File: config.mk
export PLATFORM = sky130hd
export DESIGN_NAME = pps_sequencer
export DESIGN_NICKNAME = d
export VERILOG_FILES = /design/src/verilog/pps_pkg.sv /design/src/verilog/pps_sequencer.sv
export VERILOG_INCLUDE_DIRS = /design/src /design/src/verilog
export SDC_FILE = /design/constraint.sdc
export NUM_CORES = 1
export LEC_CHECK = 0
export BUFFER_PORTS_ARGS = -buffer_cell sky130_fd_sc_hd__buf_4
export CAP_MARGIN = 10
export CORE_MARGIN = 2
export CORE_UTILIZATION = 35
export CTS_CLUSTER_SIZE = 8
export DETAILED_ROUTE_END_ITERATION = 10
export SKIP_CTS_REPAIR_TIMING = 1
export SLEW_MARGIN = 15
export SYNTH_ARGS = -nofsm -noshare
export SYNTH_HDL_FRONTEND = slang
export SYNTH_SLANG_ARGS = --single-unit
File: constraint.sdc
create_clock -name aclk -period 6.1 [get_ports aclk]
set_input_delay 1.22 -clock aclk [delete_from_list [all_inputs] [get_ports aclk]]
set_output_delay 1.22 -clock aclk [all_outputs]
set_load 0.005 [all_outputs]
File: src/verilog/pps_defs.svh
// constants of the protocol chain sequencer: register offsets, field positions, codes
// assumes nothing; included by the bench and the sequencer
`ifndef PPS_DEFS_SVH
`define PPS_DEFS_SVH

// ----------------------------------------------------------------
// register byte offsets
// ----------------------------------------------------------------
`define PPS_ADDR_CMD 16'h0000
`define PPS_ADDR_FLAGS 16'h0004
`define PPS_ADDR_COUNT 16'h0008
`define PPS_ADDR_CSTAT 16'h000C
`define PPS_ADDR_PROTO0 16'h0010
`define PPS_ADDR_PROTO7 16'h002C
`define PPS_ADDR_SLOT0 16'h0030
`define PPS_ADDR_SLOT7 16'h004C
`define PPS_ADDR_OPEN 16'h0050
`define PPS_ADDR_AREA_LO 16'h54C0
`define PPS_ADDR_AREA_IDX 16'h54C4
`define PPS_ADDR_AREA_HI 16'h55FF

// ----------------------------------------------------------------
// fields, limits, reset values
// ----------------------------------------------------------------
`define PPS_CMD_START_BIT 31
`define PPS_CMD_CONN_LSB 0
`define PPS_CMD_CNT_LSB 8
`define PPS_MAX_PROTO 4'h8
`define PPS_PROTO_MAX 8'h80
`define PPS_CONN_MAX 5'h10
`define PPS_OPEN_RST 32'hFFFFFFFF

// ----------------------------------------------------------------
// completion codes, communication types, open modes, bus answers
// ----------------------------------------------------------------
`define PPS_ERR_OK 16'h0000
`define PPS_ERR_CONN 16'hC407
`define PPS_ERR_SETWR 16'hC430
`define PPS_ERR_CTRL 16'hC4F0
`define PPS_TYPE_SEND 2'h0
`define PPS_TYPE_RECV 2'h1
`define PPS_TYPE_BOTH 2'h2
`define PPS_OPEN_SEND 2'h0
`define PPS_OPEN_RECV 2'h1
`define PPS_OPEN_PAIR 2'h2
`define PPS_RESP_OKAY 2'h0
`define PPS_RESP_SLVERR 2'h2

`endif

File: src/verilog/pps_pkg.sv
// types of the protocol chain sequencer
// assumes nothing; does not include pps_defs.svh
`default_nettype none

package pps_pkg;

	typedef enum logic [2:0] {
		ST_IDLE,
		ST_CHECK,
		ST_LAUNCH,
		ST_WAIT,
		ST_POST,
		ST_HOLD
	} pps_state_t;

	// every flip-flop of the sequencer, registered as one word
	typedef struct packed {
		pps_state_t st;
		logic [4:0] conn;
		logic [3:0] cnt;
		logic [2:0] idx;
		logic snd;
		logic rcv;
		logic both;
		logic [7:0][7:0] proto;
		logic [7:0][4:0] slot;
		logic [3:0] exec_cnt;
		logic [15:0] cstat;
		logic [31:0] open;
		logic done;
		logic err;
		logic eng_start;
		logic eng_abort;
		logic aw_v;
		logic [15:0] aw_a;
		logic w_v;
		logic [31:0] w_d;
		logic [3:0] w_s;
		logic bvalid;
		logic [1:0] bresp;
		logic rvalid;
		logic [1:0] rresp;
		logic [31:0] rdata;
	} pps_regs_t;

endpackage

`default_nettype wire

File: src/verilog/pps_sequencer.sv
// protocol chain sequencer: AXI4-Lite registers, chain checker, run loop, scan-end flags
// assumes one 100 MHz clock, a protocol engine and a type table on the same clock
//
// Functional notes
// - receive-type protocol stores its matched packet number, 1 to 16, in its slot
// - send-only protocol writes zero into its slot
// - failed protocol and slots beyond the executed count read zero
// - one command runs up to eight protocols back to back on the named connection
// - protocols run in the order of the listed protocol numbers
// - a command arriving while one is still running is ignored
// - executed protocol count is written into the first control word
// - live execution status readable in the area 54C0h to 55FFh
// - all send-only needs send or paired open; all receive-only needs receive or paired
// - either paired connection is accepted; pairing uses one extra connection
// - done flag rises at the completing scan end, falls at the next one
// - error flag stays low on success, pulses with done on abnormal end
// - a failing protocol skips the rest and ends the command abnormally
// - predefined-protocol connection refuses command-response, fixed and random buffers
// - dedicated-connection functions keep running during a chain
// - issuer keeps long raw variables unchanged until the command completes
// - setting write during execution cancels with C430h and abnormal end
// - open setting mismatch reports C407h and ends abnormally
// - zero receive wait time waits forever for the expected data
// - second control word holds 0000h or the last protocol's error code
// - count includes the failed protocol; zero when control data invalid
//
// The AXI4-Lite interface to the registers and the register offsets were chosen for this implementation.
`timescale 1ns/100ps
`default_nettype none
`include "pps_defs.svh"

module pps_sequencer (
	input wire logic aclk,
	input wire logic aresetn,
	input wire logic [15:0] s_axi_awaddr,
	input wire logic s_axi_awvalid,
	output logic s_axi_awready,
	input wire logic [31:0] s_axi_wdata,
	input wire logic [3:0] s_axi_wstrb,
	input wire logic s_axi_wvalid,
	output logic s_axi_wready,
	output logic [1:0] s_axi_bresp,
	output logic s_axi_bvalid,
	input wire logic s_axi_bready,
	input wire logic [15:0] s_axi_araddr,
	input wire logic s_axi_arvalid,
	output logic s_axi_arready,
	output logic [31:0] s_axi_rdata,
	output logic [1:0] s_axi_rresp,
	output logic s_axi_rvalid,
	input wire logic s_axi_rready,
	input wire logic scan_end,
	input wire logic setting_wr_done,
	output logic [7:0] type_num,
	input wire logic [1:0] type_in,
	output logic eng_start,
	output logic eng_abort,
	output logic [7:0] eng_proto_num,
	output logic [4:0] eng_conn,
	input wire logic eng_done,
	input wire logic [15:0] eng_err,
	input wire logic [4:0] eng_match,
	input wire logic [2:0] eng_phase,
	output logic done_flag,
	output logic err_flag,
	output logic busy,
	output logic [15:0] legacy_refuse,
	output logic [1:0] conns_used
);

	pps_pkg::pps_regs_t s_q;
	pps_pkg::pps_regs_t s_d;

	// ----------------------------------------------------------------
	// derived signals
	// ----------------------------------------------------------------
	logic [1:0] open_mode;
	logic wr_go;
	logic cmd_wr;
	logic last_one;
	logic conn_ok;

	// open mode of the selected connection, two bits per connection
	assign open_mode = s_q.open[{s_q.conn[3:0] - 4'h1, 1'b0} +: 2];
	assign wr_go = s_q.aw_v && s_q.w_v && !s_q.bvalid;
	assign cmd_wr = wr_go && (s_q.aw_a == `PPS_ADDR_CMD) && s_q.w_d[`PPS_CMD_START_BIT];
	assign last_one = ({1'b0, s_q.idx} + 4'h1) == s_q.cnt;
	// paired open takes anything; plain send or receive takes only uniform chains
	assign conn_ok = (open_mode == `PPS_OPEN_PAIR)
		|| (open_mode == `PPS_OPEN_SEND && !s_q.rcv && !s_q.both)
		|| (open_mode == `PPS_OPEN_RECV && !s_q.snd && !s_q.both);

	// type lookup follows the protocol in hand, both while checking and running;
	// numbers are read live, so the issuer must leave them alone until completion
	assign type_num = s_q.proto[s_q.idx];
	assign eng_proto_num = s_q.proto[s_q.idx];
	assign eng_conn = s_q.conn;
	assign eng_start = s_q.eng_start;
	assign eng_abort = s_q.eng_abort;
	assign done_flag = s_q.done;
	assign err_flag = s_q.err;
	assign busy = s_q.st != pps_pkg::ST_IDLE;
	assign conns_used = (busy && open_mode == `PPS_OPEN_PAIR) ? 2'h2 : {1'b0, busy};

	// ----------------------------------------------------------------
	// legacy traffic refusal per connection
	// ----------------------------------------------------------------
	// any connection set up for predefined protocols is closed to other buffer traffic;
	// dedicated-connection services are not gated here at all
	genvar g;
	generate
		for (g = 0; g < 16; g++) begin : g_refuse
			assign legacy_refuse[g] = s_q.open[2*g +: 2] != 2'h3;
		end
	endgenerate

	// ----------------------------------------------------------------
	// bus handshakes
	// ----------------------------------------------------------------
	assign s_axi_awready = !s_q.aw_v;
	assign s_axi_wready = !s_q.w_v;
	assign s_axi_bvalid = s_q.bvalid;
	assign s_axi_bresp = s_q.bresp;
	assign s_axi_arready = !s_q.rvalid;
	assign s_axi_rvalid = s_q.rvalid;
	assign s_axi_rresp = s_q.rresp;
	assign s_axi_rdata = s_q.rdata;

	// ----------------------------------------------------------------
	// next state
	// ----------------------------------------------------------------
	always_comb begin
		s_d = s_q;
		s_d.eng_start = 1'b0;
		s_d.eng_abort = 1'b0;

		// write channel: address and data land in either order, then one response
		if (s_axi_awvalid && !s_q.aw_v) begin
			s_d.aw_v = 1'b1;
			s_d.aw_a = s_axi_awaddr;
		end
		if (s_axi_wvalid && !s_q.w_v) begin
			s_d.w_v = 1'b1;
			s_d.w_d = s_axi_wdata;
			s_d.w_s = s_axi_wstrb;
		end
		if (s_q.bvalid && s_axi_bready) begin
			s_d.bvalid = 1'b0;
		end
		if (wr_go) begin
			s_d.aw_v = 1'b0;
			s_d.w_v = 1'b0;
			s_d.bvalid = 1'b1;
			s_d.bresp = `PPS_RESP_OKAY;
			if (s_q.aw_a >= `PPS_ADDR_PROTO0 && s_q.aw_a <= `PPS_ADDR_PROTO7
				&& s_q.aw_a[1:0] == 2'h0) begin
				if (s_q.w_s[0]) begin
					s_d.proto[s_q.aw_a[4:2] - 3'h4] = s_q.w_d[7:0];
				end
			end else if (s_q.aw_a == `PPS_ADDR_OPEN) begin
				for (int b = 0; b < 4; b++) begin
					if (s_q.w_s[b]) begin
						s_d.open[8*b +: 8] = s_q.w_d[8*b +: 8];
					end
				end
			end else if (s_q.aw_a != `PPS_ADDR_CMD) begin
				s_d.bresp = `PPS_RESP_SLVERR;
			end
		end

		// read channel: one registered answer per address
		if (s_q.rvalid && s_axi_rready) begin
			s_d.rvalid = 1'b0;
		end
		if (s_axi_arvalid && !s_q.rvalid) begin
			s_d.rvalid = 1'b1;
			s_d.rresp = `PPS_RESP_OKAY;
			s_d.rdata = 32'h00000000;
			if (s_axi_araddr == `PPS_ADDR_CMD) begin
				s_d.rdata = {20'h00000, s_q.cnt, 3'h0, s_q.conn};
			end else if (s_axi_araddr == `PPS_ADDR_FLAGS) begin
				s_d.rdata = {26'h0, conns_used, 1'b0, s_q.err, s_q.done, busy};
			end else if (s_axi_araddr == `PPS_ADDR_COUNT) begin
				s_d.rdata = {28'h0000000, s_q.exec_cnt};
			end else if (s_axi_araddr == `PPS_ADDR_CSTAT) begin
				s_d.rdata = {16'h0000, s_q.cstat};
			end else if (s_axi_araddr >= `PPS_ADDR_PROTO0 && s_axi_araddr <= `PPS_ADDR_PROTO7) begin
				s_d.rdata = {24'h000000, s_q.proto[s_axi_araddr[4:2] - 3'h4]};
			end else if (s_axi_araddr >= `PPS_ADDR_SLOT0 && s_axi_araddr <= `PPS_ADDR_SLOT7) begin
				s_d.rdata = {27'h0, s_q.slot[s_axi_araddr[4:2] - 3'h4]};
			end else if (s_axi_araddr == `PPS_ADDR_OPEN) begin
				s_d.rdata = s_q.open;
			end else if (s_axi_araddr == `PPS_ADDR_AREA_LO) begin
				s_d.rdata = {29'h0, busy ? eng_phase : 3'h0};
			end else if (s_axi_araddr == `PPS_ADDR_AREA_IDX) begin
				s_d.rdata = {25'h0, s_q.st, 1'b0, s_q.idx};
			end else if (s_axi_araddr < `PPS_ADDR_AREA_LO || s_axi_araddr > `PPS_ADDR_AREA_HI) begin
				s_d.rresp = `PPS_RESP_SLVERR;
			end
		end

		// sequencer
		unique case (s_q.st)
			pps_pkg::ST_IDLE: begin
				// only an idle sequencer takes a command
				if (cmd_wr) begin
					s_d.conn = s_q.w_d[`PPS_CMD_CONN_LSB +: 5];
					s_d.cnt = s_q.w_d[`PPS_CMD_CNT_LSB +: 4];
					s_d.idx = 3'h0;
					s_d.snd = 1'b0;
					s_d.rcv = 1'b0;
					s_d.both = 1'b0;
					s_d.slot = '0;
					s_d.exec_cnt = 4'h0;
					s_d.cstat = `PPS_ERR_OK;
					s_d.st = pps_pkg::ST_CHECK;
				end
			end
			pps_pkg::ST_CHECK: begin
				// bad control data stops before any protocol runs, count stays zero
				if (s_q.cnt == 4'h0 || s_q.cnt > `PPS_MAX_PROTO || s_q.conn == 5'h00
					|| s_q.conn > `PPS_CONN_MAX || type_num == 8'h00
					|| type_num > `PPS_PROTO_MAX) begin
					s_d.cstat = `PPS_ERR_CTRL;
					s_d.st = pps_pkg::ST_POST;
				end else begin
					s_d.snd = s_q.snd || (type_in == `PPS_TYPE_SEND);
					s_d.rcv = s_q.rcv || (type_in == `PPS_TYPE_RECV);
					s_d.both = s_q.both || (type_in == `PPS_TYPE_BOTH);
					s_d.idx = s_q.idx + 3'h1;
					if (last_one) begin
						s_d.idx = 3'h0;
						s_d.st = pps_pkg::ST_LAUNCH;
					end
				end
			end
			pps_pkg::ST_LAUNCH: begin
				// types are now gathered: refuse the whole chain on a mismatched open
				if (s_q.idx == 3'h0 && !conn_ok) begin
					s_d.cstat = `PPS_ERR_CONN;
					s_d.st = pps_pkg::ST_POST;
				end else begin
					s_d.eng_start = 1'b1;
					s_d.st = pps_pkg::ST_WAIT;
				end
			end
			pps_pkg::ST_WAIT: begin
				// no timeout: a zero wait time protocol may hold here forever
				if (setting_wr_done) begin
					s_d.eng_abort = 1'b1;
					s_d.exec_cnt = s_q.exec_cnt + 4'h1;
					s_d.cstat = `PPS_ERR_SETWR;
					s_d.st = pps_pkg::ST_POST;
				end else if (eng_done) begin
					s_d.exec_cnt = s_q.exec_cnt + 4'h1;
					if (eng_err != `PPS_ERR_OK) begin
						s_d.cstat = eng_err;
						s_d.st = pps_pkg::ST_POST;
					end else begin
						if (type_in != `PPS_TYPE_SEND) begin
							s_d.slot[s_q.idx] = eng_match;
						end
						if (last_one) begin
							s_d.cstat = `PPS_ERR_OK;
							s_d.st = pps_pkg::ST_POST;
						end else begin
							s_d.idx = s_q.idx + 3'h1;
							s_d.st = pps_pkg::ST_LAUNCH;
						end
					end
				end
			end
			pps_pkg::ST_POST: begin
				if (scan_end) begin
					s_d.done = 1'b1;
					s_d.err = s_q.cstat != `PPS_ERR_OK;
					s_d.st = pps_pkg::ST_HOLD;
				end
			end
			pps_pkg::ST_HOLD: begin
				if (scan_end) begin
					s_d.done = 1'b0;
					s_d.err = 1'b0;
					s_d.st = pps_pkg::ST_IDLE;
				end
			end
		endcase
	end

	// ----------------------------------------------------------------
	// state register
	// ----------------------------------------------------------------
	// slots hold zero except where a receive match was stored, so send-only,
	// failed and unexecuted positions need no separate clearing
	always_ff @(posedge aclk) begin
		if (!aresetn) begin
			s_q <= '0;
			s_q.st <= pps_pkg::ST_IDLE;
			s_q.open <= `PPS_OPEN_RST;
		end else begin
			s_q <= s_d;
		end
	end
endmodule

`default_nettype wire
==> impl.org <==
** Final layout
- The final layout contains between 1500 and 2000 nets.
- The repair_antennas step left the layout with diodes totalling 0.
- Once layout is complete, the utilization of the core stands at a little over two fifths.
- Area added between synthesis and finish :: 18.1%
- Layout cell share with drive strength beyond 1 :: between 10% and 20%

** Routing
- Number of DRC markers in iteration 0 :: between 1000 and 1500
- Router iterations before antenna repair :: 6
- Total vias in the final route :: 11600
- Remaining antenna violation count :: 0
- After detailed routing, the number of remaining DRC violations is 0.
- Via density per instance :: 5.49
- After detailed routing, the average wire length per cell comes to approximately 20 µm.
- After detailed routing, the total wire length is about 42000 µm.

** Yosys
- Yosys printed 0 warnings.
- Instance count of the mapped netlist :: roughly 1500
- The share of the Yosys chip area taken by registers is a little over 40%.
- The synthesized netlist occupies a cell area of about 13000 µm².
- After synthesis, the netlist uses 75 different library cells.
- Number of synthesized register bits :: 268
- Counting flops with an async set or reset pin after synthesis yields a share of 0%.
- Average cell area after synthesis :: 8.40 µm²
- In the synthesized netlist the dominant register cell turns out to be dfxtp_1.
- The synthesized design contains 0 enable-type register cells.

** GRT
- For this run the aggregate overflow at the end of global routing stands at 0.
- Aggregate global-route resource usage :: roughly 21%
- The initial antenna violation count came to 0.
- The first global-routing pass estimated between 60000 and 70000 µm of wire.
- Number of global-route vias before repair :: about 11000
- Pin count of the biggest net entering global routing :: around 120

** Place
- Prior to clock tree synthesis, the placed netlist has a worst setup slack of between 1.5 and 2 ns.
- Detailed placement ended at an HPWL of just under 30000 µm.
- Number of buffers added on ports :: 186
- Placer's final routability congestion estimate :: roughly 0.91

** Worst hold path
- The worst hold path was traced through 2 stages.
- Worst hold-check path type :: reg2reg
- Sink of the worst hold path :: s_q[67]
- Start point of the worst hold path :: s_q[67]

** Worst setup path
- Data required time of the worst path :: roughly 4.9 ns
- Among all stages on the critical path, the largest delay is contributed by dfxtp_1.
- STA classifies the critical path startpoint as a flop.
- Crit Reg-Reg Startpoint :: eng_conn[0]
- Type of the worst setup path :: reg2out
- Worst R2R Path Depth :: 10
- CP Cell Sequence :: inv_1, ha_1, xnor2_2, mux4_1, mux2i_1, o22ai_2, nor2_1, buf_4
- Capturing point of the worst reg2reg path :: s_q[133]
- For this run, the slowest stage of the critical path takes 0.66 ns.
- Endpoint type of the worst setup path :: primary output
- Arrival time of the worst setup path :: around 3.7 ns
- Of all nets on the critical path, the largest fanout is 11.
- Reg2Reg Setup Slack :: between 1.5 and 2 ns

** Clock network
- The root buffer cell chosen for the clock tree is clkbuf_16.
- The longest clock path from root to sink contains 3 buffers.
- Max H-tree Level :: 2
- Worst-skew pair later-pin latency :: between 0.5 and 0.6 ns
- Clock-pin slew was measured on the worst setup and hold paths at around 0.050 ns.
- Clock tree from TritonCTS :: yes
- CTS saw around 270 sinks.
- Clock buffers created by TritonCTS :: 39

** Floorplanning
- The total area inside the core boundary comes to ~37000 µm².
- Y dimension of the die :: between 150 and 200 µm
- Once the floorplan was initialized, standard cells occupied a little over a third of the core.
- Ports placed on the boundary :: 189
- Std-Cell Rows :: 70
- Width of the chip :: a little under 200 µm
- Full die area :: between 30000 and 40000 µm²

** Timing
- Setup total negative slack on the finished layout was measured at 0 ns.
- Between clock sinks in the finished design, the worst skew comes to 0.0120 ns.
- Max Clk Rate :: 202 MHz
- Setup repair after global routing missed its margin :: false
- After layout, the worst path uses approximately 80% of the clock period.
- Time the final worst path needs with I/O delays and setup :: about 5.0 ns
- Setup ws final :: ~1.1 ns
- For the pin with the worst max-slew slack, the measured transition is 1.05 ns.
- Slew Viols, Final :: 0
- The worst pin sits at a relative slew slack of around 30%.
- The number of hold violations in the final report is 0.
- Setup violations remaining at the end of the flow were counted as 0.

** Pwr
- Leakage dissipation :: ~0.006 µW
- Registers are responsible for between 40 and 50% of the overall power.
- Peak ir drop on the vdd network :: roughly 0.00016 V
- Net switching fraction of the power :: roughly a quarter
- Cell internal power dissipation :: about 3000 µW
- In this run, the clock network consumes about 48% of the power.
- Power density of the placed cells :: ~260 nW/µm²
- Switching power total :: around 960 µW
- Combinational cells account for around 6.7% of the total power.

** Flow run
- The tool flagged a number of max-cap violations equal to 0.

** Outcome
- The flow ran to the end, and the final reports show no timing, DRC or antenna violations.
## power groups by stage
stage / logic (µW) / clock network (µW) / registers (µW)
2_1_floorplan: 173 / 0 / 1830
3_3_place_gp: 264 / 0 / 1850
3_5_place_dp: 267 / 0 / 1850
4_1_cts: 268 / 1960 / 1820
5_1_grt: 292 / 2020 / 1820
6_report: 267 / 1920 / 1820
## critical path: cells and delay by family, from the launching register on
| family | cells | cell delay [ns] |
|---|---|---|
| AO/OA/AOI/OAI | 1 | 0.22 |
| flip-flops | 1 | 0.66 |
| AND/OR/NAND/NOR | 1 | 0.27 |
| buffers and inverters | 2 | 0.42 |
| multiplexers | 2 | 0.93 |
| XOR/XNOR | 1 | 0.39 |
| adder cells (fa/ha/maj) | 1 | 0.30 |
## how the worst max path moves through the flow
| stage | from | slack [ns] | endpoint |
|---|---|---|---|
| global route | eng_conn[0] | 1.0 | conns_used[0] |
| floorplan | s_axi_araddr[2] | 2.52 | s_axi_rdata[5] |
| finish | eng_conn[0] | 1.14 | conns_used[0] |
| CTS | eng_conn[0] | 1.22 | conns_used[0] |
| detailed placement | s_axi_araddr[9] | 1.58 | s_axi_rdata[5] |
| global placement | s_axi_araddr[9] | 1.65 | s_axi_rdata[5] |
## cells in the mapped netlist (3+ instances only)
| cell | n | area share [%] |
|---|---|---|
| xor2_1 | 4 | 0.27 |
| a21oi_1 | 142 | 5.5 |
| a31oi_1 | 3 | 0.14 |
| clkinv_1 | 3 | 0.087 |
| mux2i_1 | 77 | 5.9 |
| a221oi_1 | 8 | 0.54 |
| or4_1 | 3 | 0.17 |
| nor2b_1 | 12 | 0.58 |
| ha_1 | 4 | 0.39 |
| a21o_1 | 9 | 0.52 |
| a211oi_1 | 5 | 0.29 |
| nor2_1 | 128 | 3.7 |
| nor4_1 | 18 | 0.87 |
| o2bb2ai_1 | 3 | 0.20 |
| clkbuf_1 | 84 | 2.4 |
| o21ai_0 | 24 | 0.93 |
| buf_6 | 4 | 0.35 |
| inv_1 | 13 | 0.38 |
| nor3_1 | 23 | 0.89 |
| a222oi_1 | 4 | 0.31 |
| nand4_1 | 7 | 0.34 |
| dfxtp_1 | 268 | 41 |
| a22oi_1 | 63 | 3.6 |
| mux2_2 | 3 | 0.26 |
| mux4_2 | 33 | 5.7 |
| and2_1 | 17 | 0.82 |
| buf_2 | 6 | 0.23 |
| nand3b_1 | 7 | 0.41 |
| a311oi_1 | 4 | 0.27 |
| nand2b_1 | 11 | 0.53 |
| nand2_1 | 373 | 11 |
| buf_1 | 4 | 0.12 |
| o221ai_1 | 4 | 0.27 |
| or2_2 | 3 | 0.14 |
| nor3b_1 | 3 | 0.17 |
| and3_1 | 9 | 0.43 |
| o22ai_1 | 4 | 0.19 |
| buf_4 | 54 | 3.1 |
| o211ai_1 | 6 | 0.35 |
| xnor2_1 | 7 | 0.47 |
| nand3_1 | 39 | 1.5 |
| mux4_1 | 6 | 1.2 |
## placed cells by master (no fill, tap or decap), types with 11 or more instances in the layout
cell	netlist	final
mux4_2	33	33
nand2_1	373	373
nand2b_1	11	11
nor2b_1	12	11
nor3_1	23	22
a21oi_1	142	142
nand3_1	39	39
nor2_1	128	128
buf_4	54	201
o21ai_0	24	24
inv_1	13	13
dfxtp_1	268	268
nor4_1	18	18
and2_1	17	17
clkbuf_16	0	39
a22oi_1	63	63
mux2i_1	77	77
## layout make-up
class                   instances  area (µm²)
multi-input cells            1106        6720
clock inverters                 3        48.8
repair buffers                202        1530
flip-flops and latches        268        5370
inverters                      18        72.6
fillers                      3705       21200
clock buffers                  42         997
well taps                     468         586
## per-layer routing
layer / vias up / routed length [µm] / track usage [%]
met5: - / 0 / 0
met4: 0 / 1390 / 8.53
met3: 80 / 3330 / 5.03
met2: 440 / 19300 / 34.0
met1: 5527 / 18100 / 28.2
li1: 5521 / - / -
## cell families (layout without fill, tap and decap cells)
family / Yosys count / in the layout / share of synthesized area, %
AO/OA/AOI/OAI: 302 / 302 / 14.9
buffers and inverters: 171 / 265 / 6.93
adder cells (fa/ha/maj): 4 / 4 / 0.386
multiplexers: 120 / 120 / 13.3
flip-flops: 268 / 268 / 41.4
AND/OR/NAND/NOR: 666 / 666 / 22.2
XOR/XNOR: 12 / 12 / 0.868
other: 1 / 2 / 0.0289
## registers in the layout, summed over array words and instances, names as in the netlist
name and cells:
s_q 223, s_axi_rdata 32, eng_conn 5, done_flag 1
eng_abort 1, eng_start 1, err_flag 1, s_axi_bresp 1
s_axi_bvalid 1, s_axi_rresp 1, s_axi_rvalid 1
## through the flow
step | power (µW) | cells | instance area, µm² | hold slack (ns)
after floorplan | 2000 | 1545 | 13000 | 0.432
after global placement | 2120 | 2062 | 14300 | 0.444
after detailed placement | 2120 | 2062 | 14300 | 0.449
after CTS | 4050 | 2107 | 15300 | 0.456
after global routing | 4140 | 2107 | 15300 | 0.475
final | 4010 | 2107 | 15300 | 0.454
Note: power is estimated with default switching activity, not from simulation.
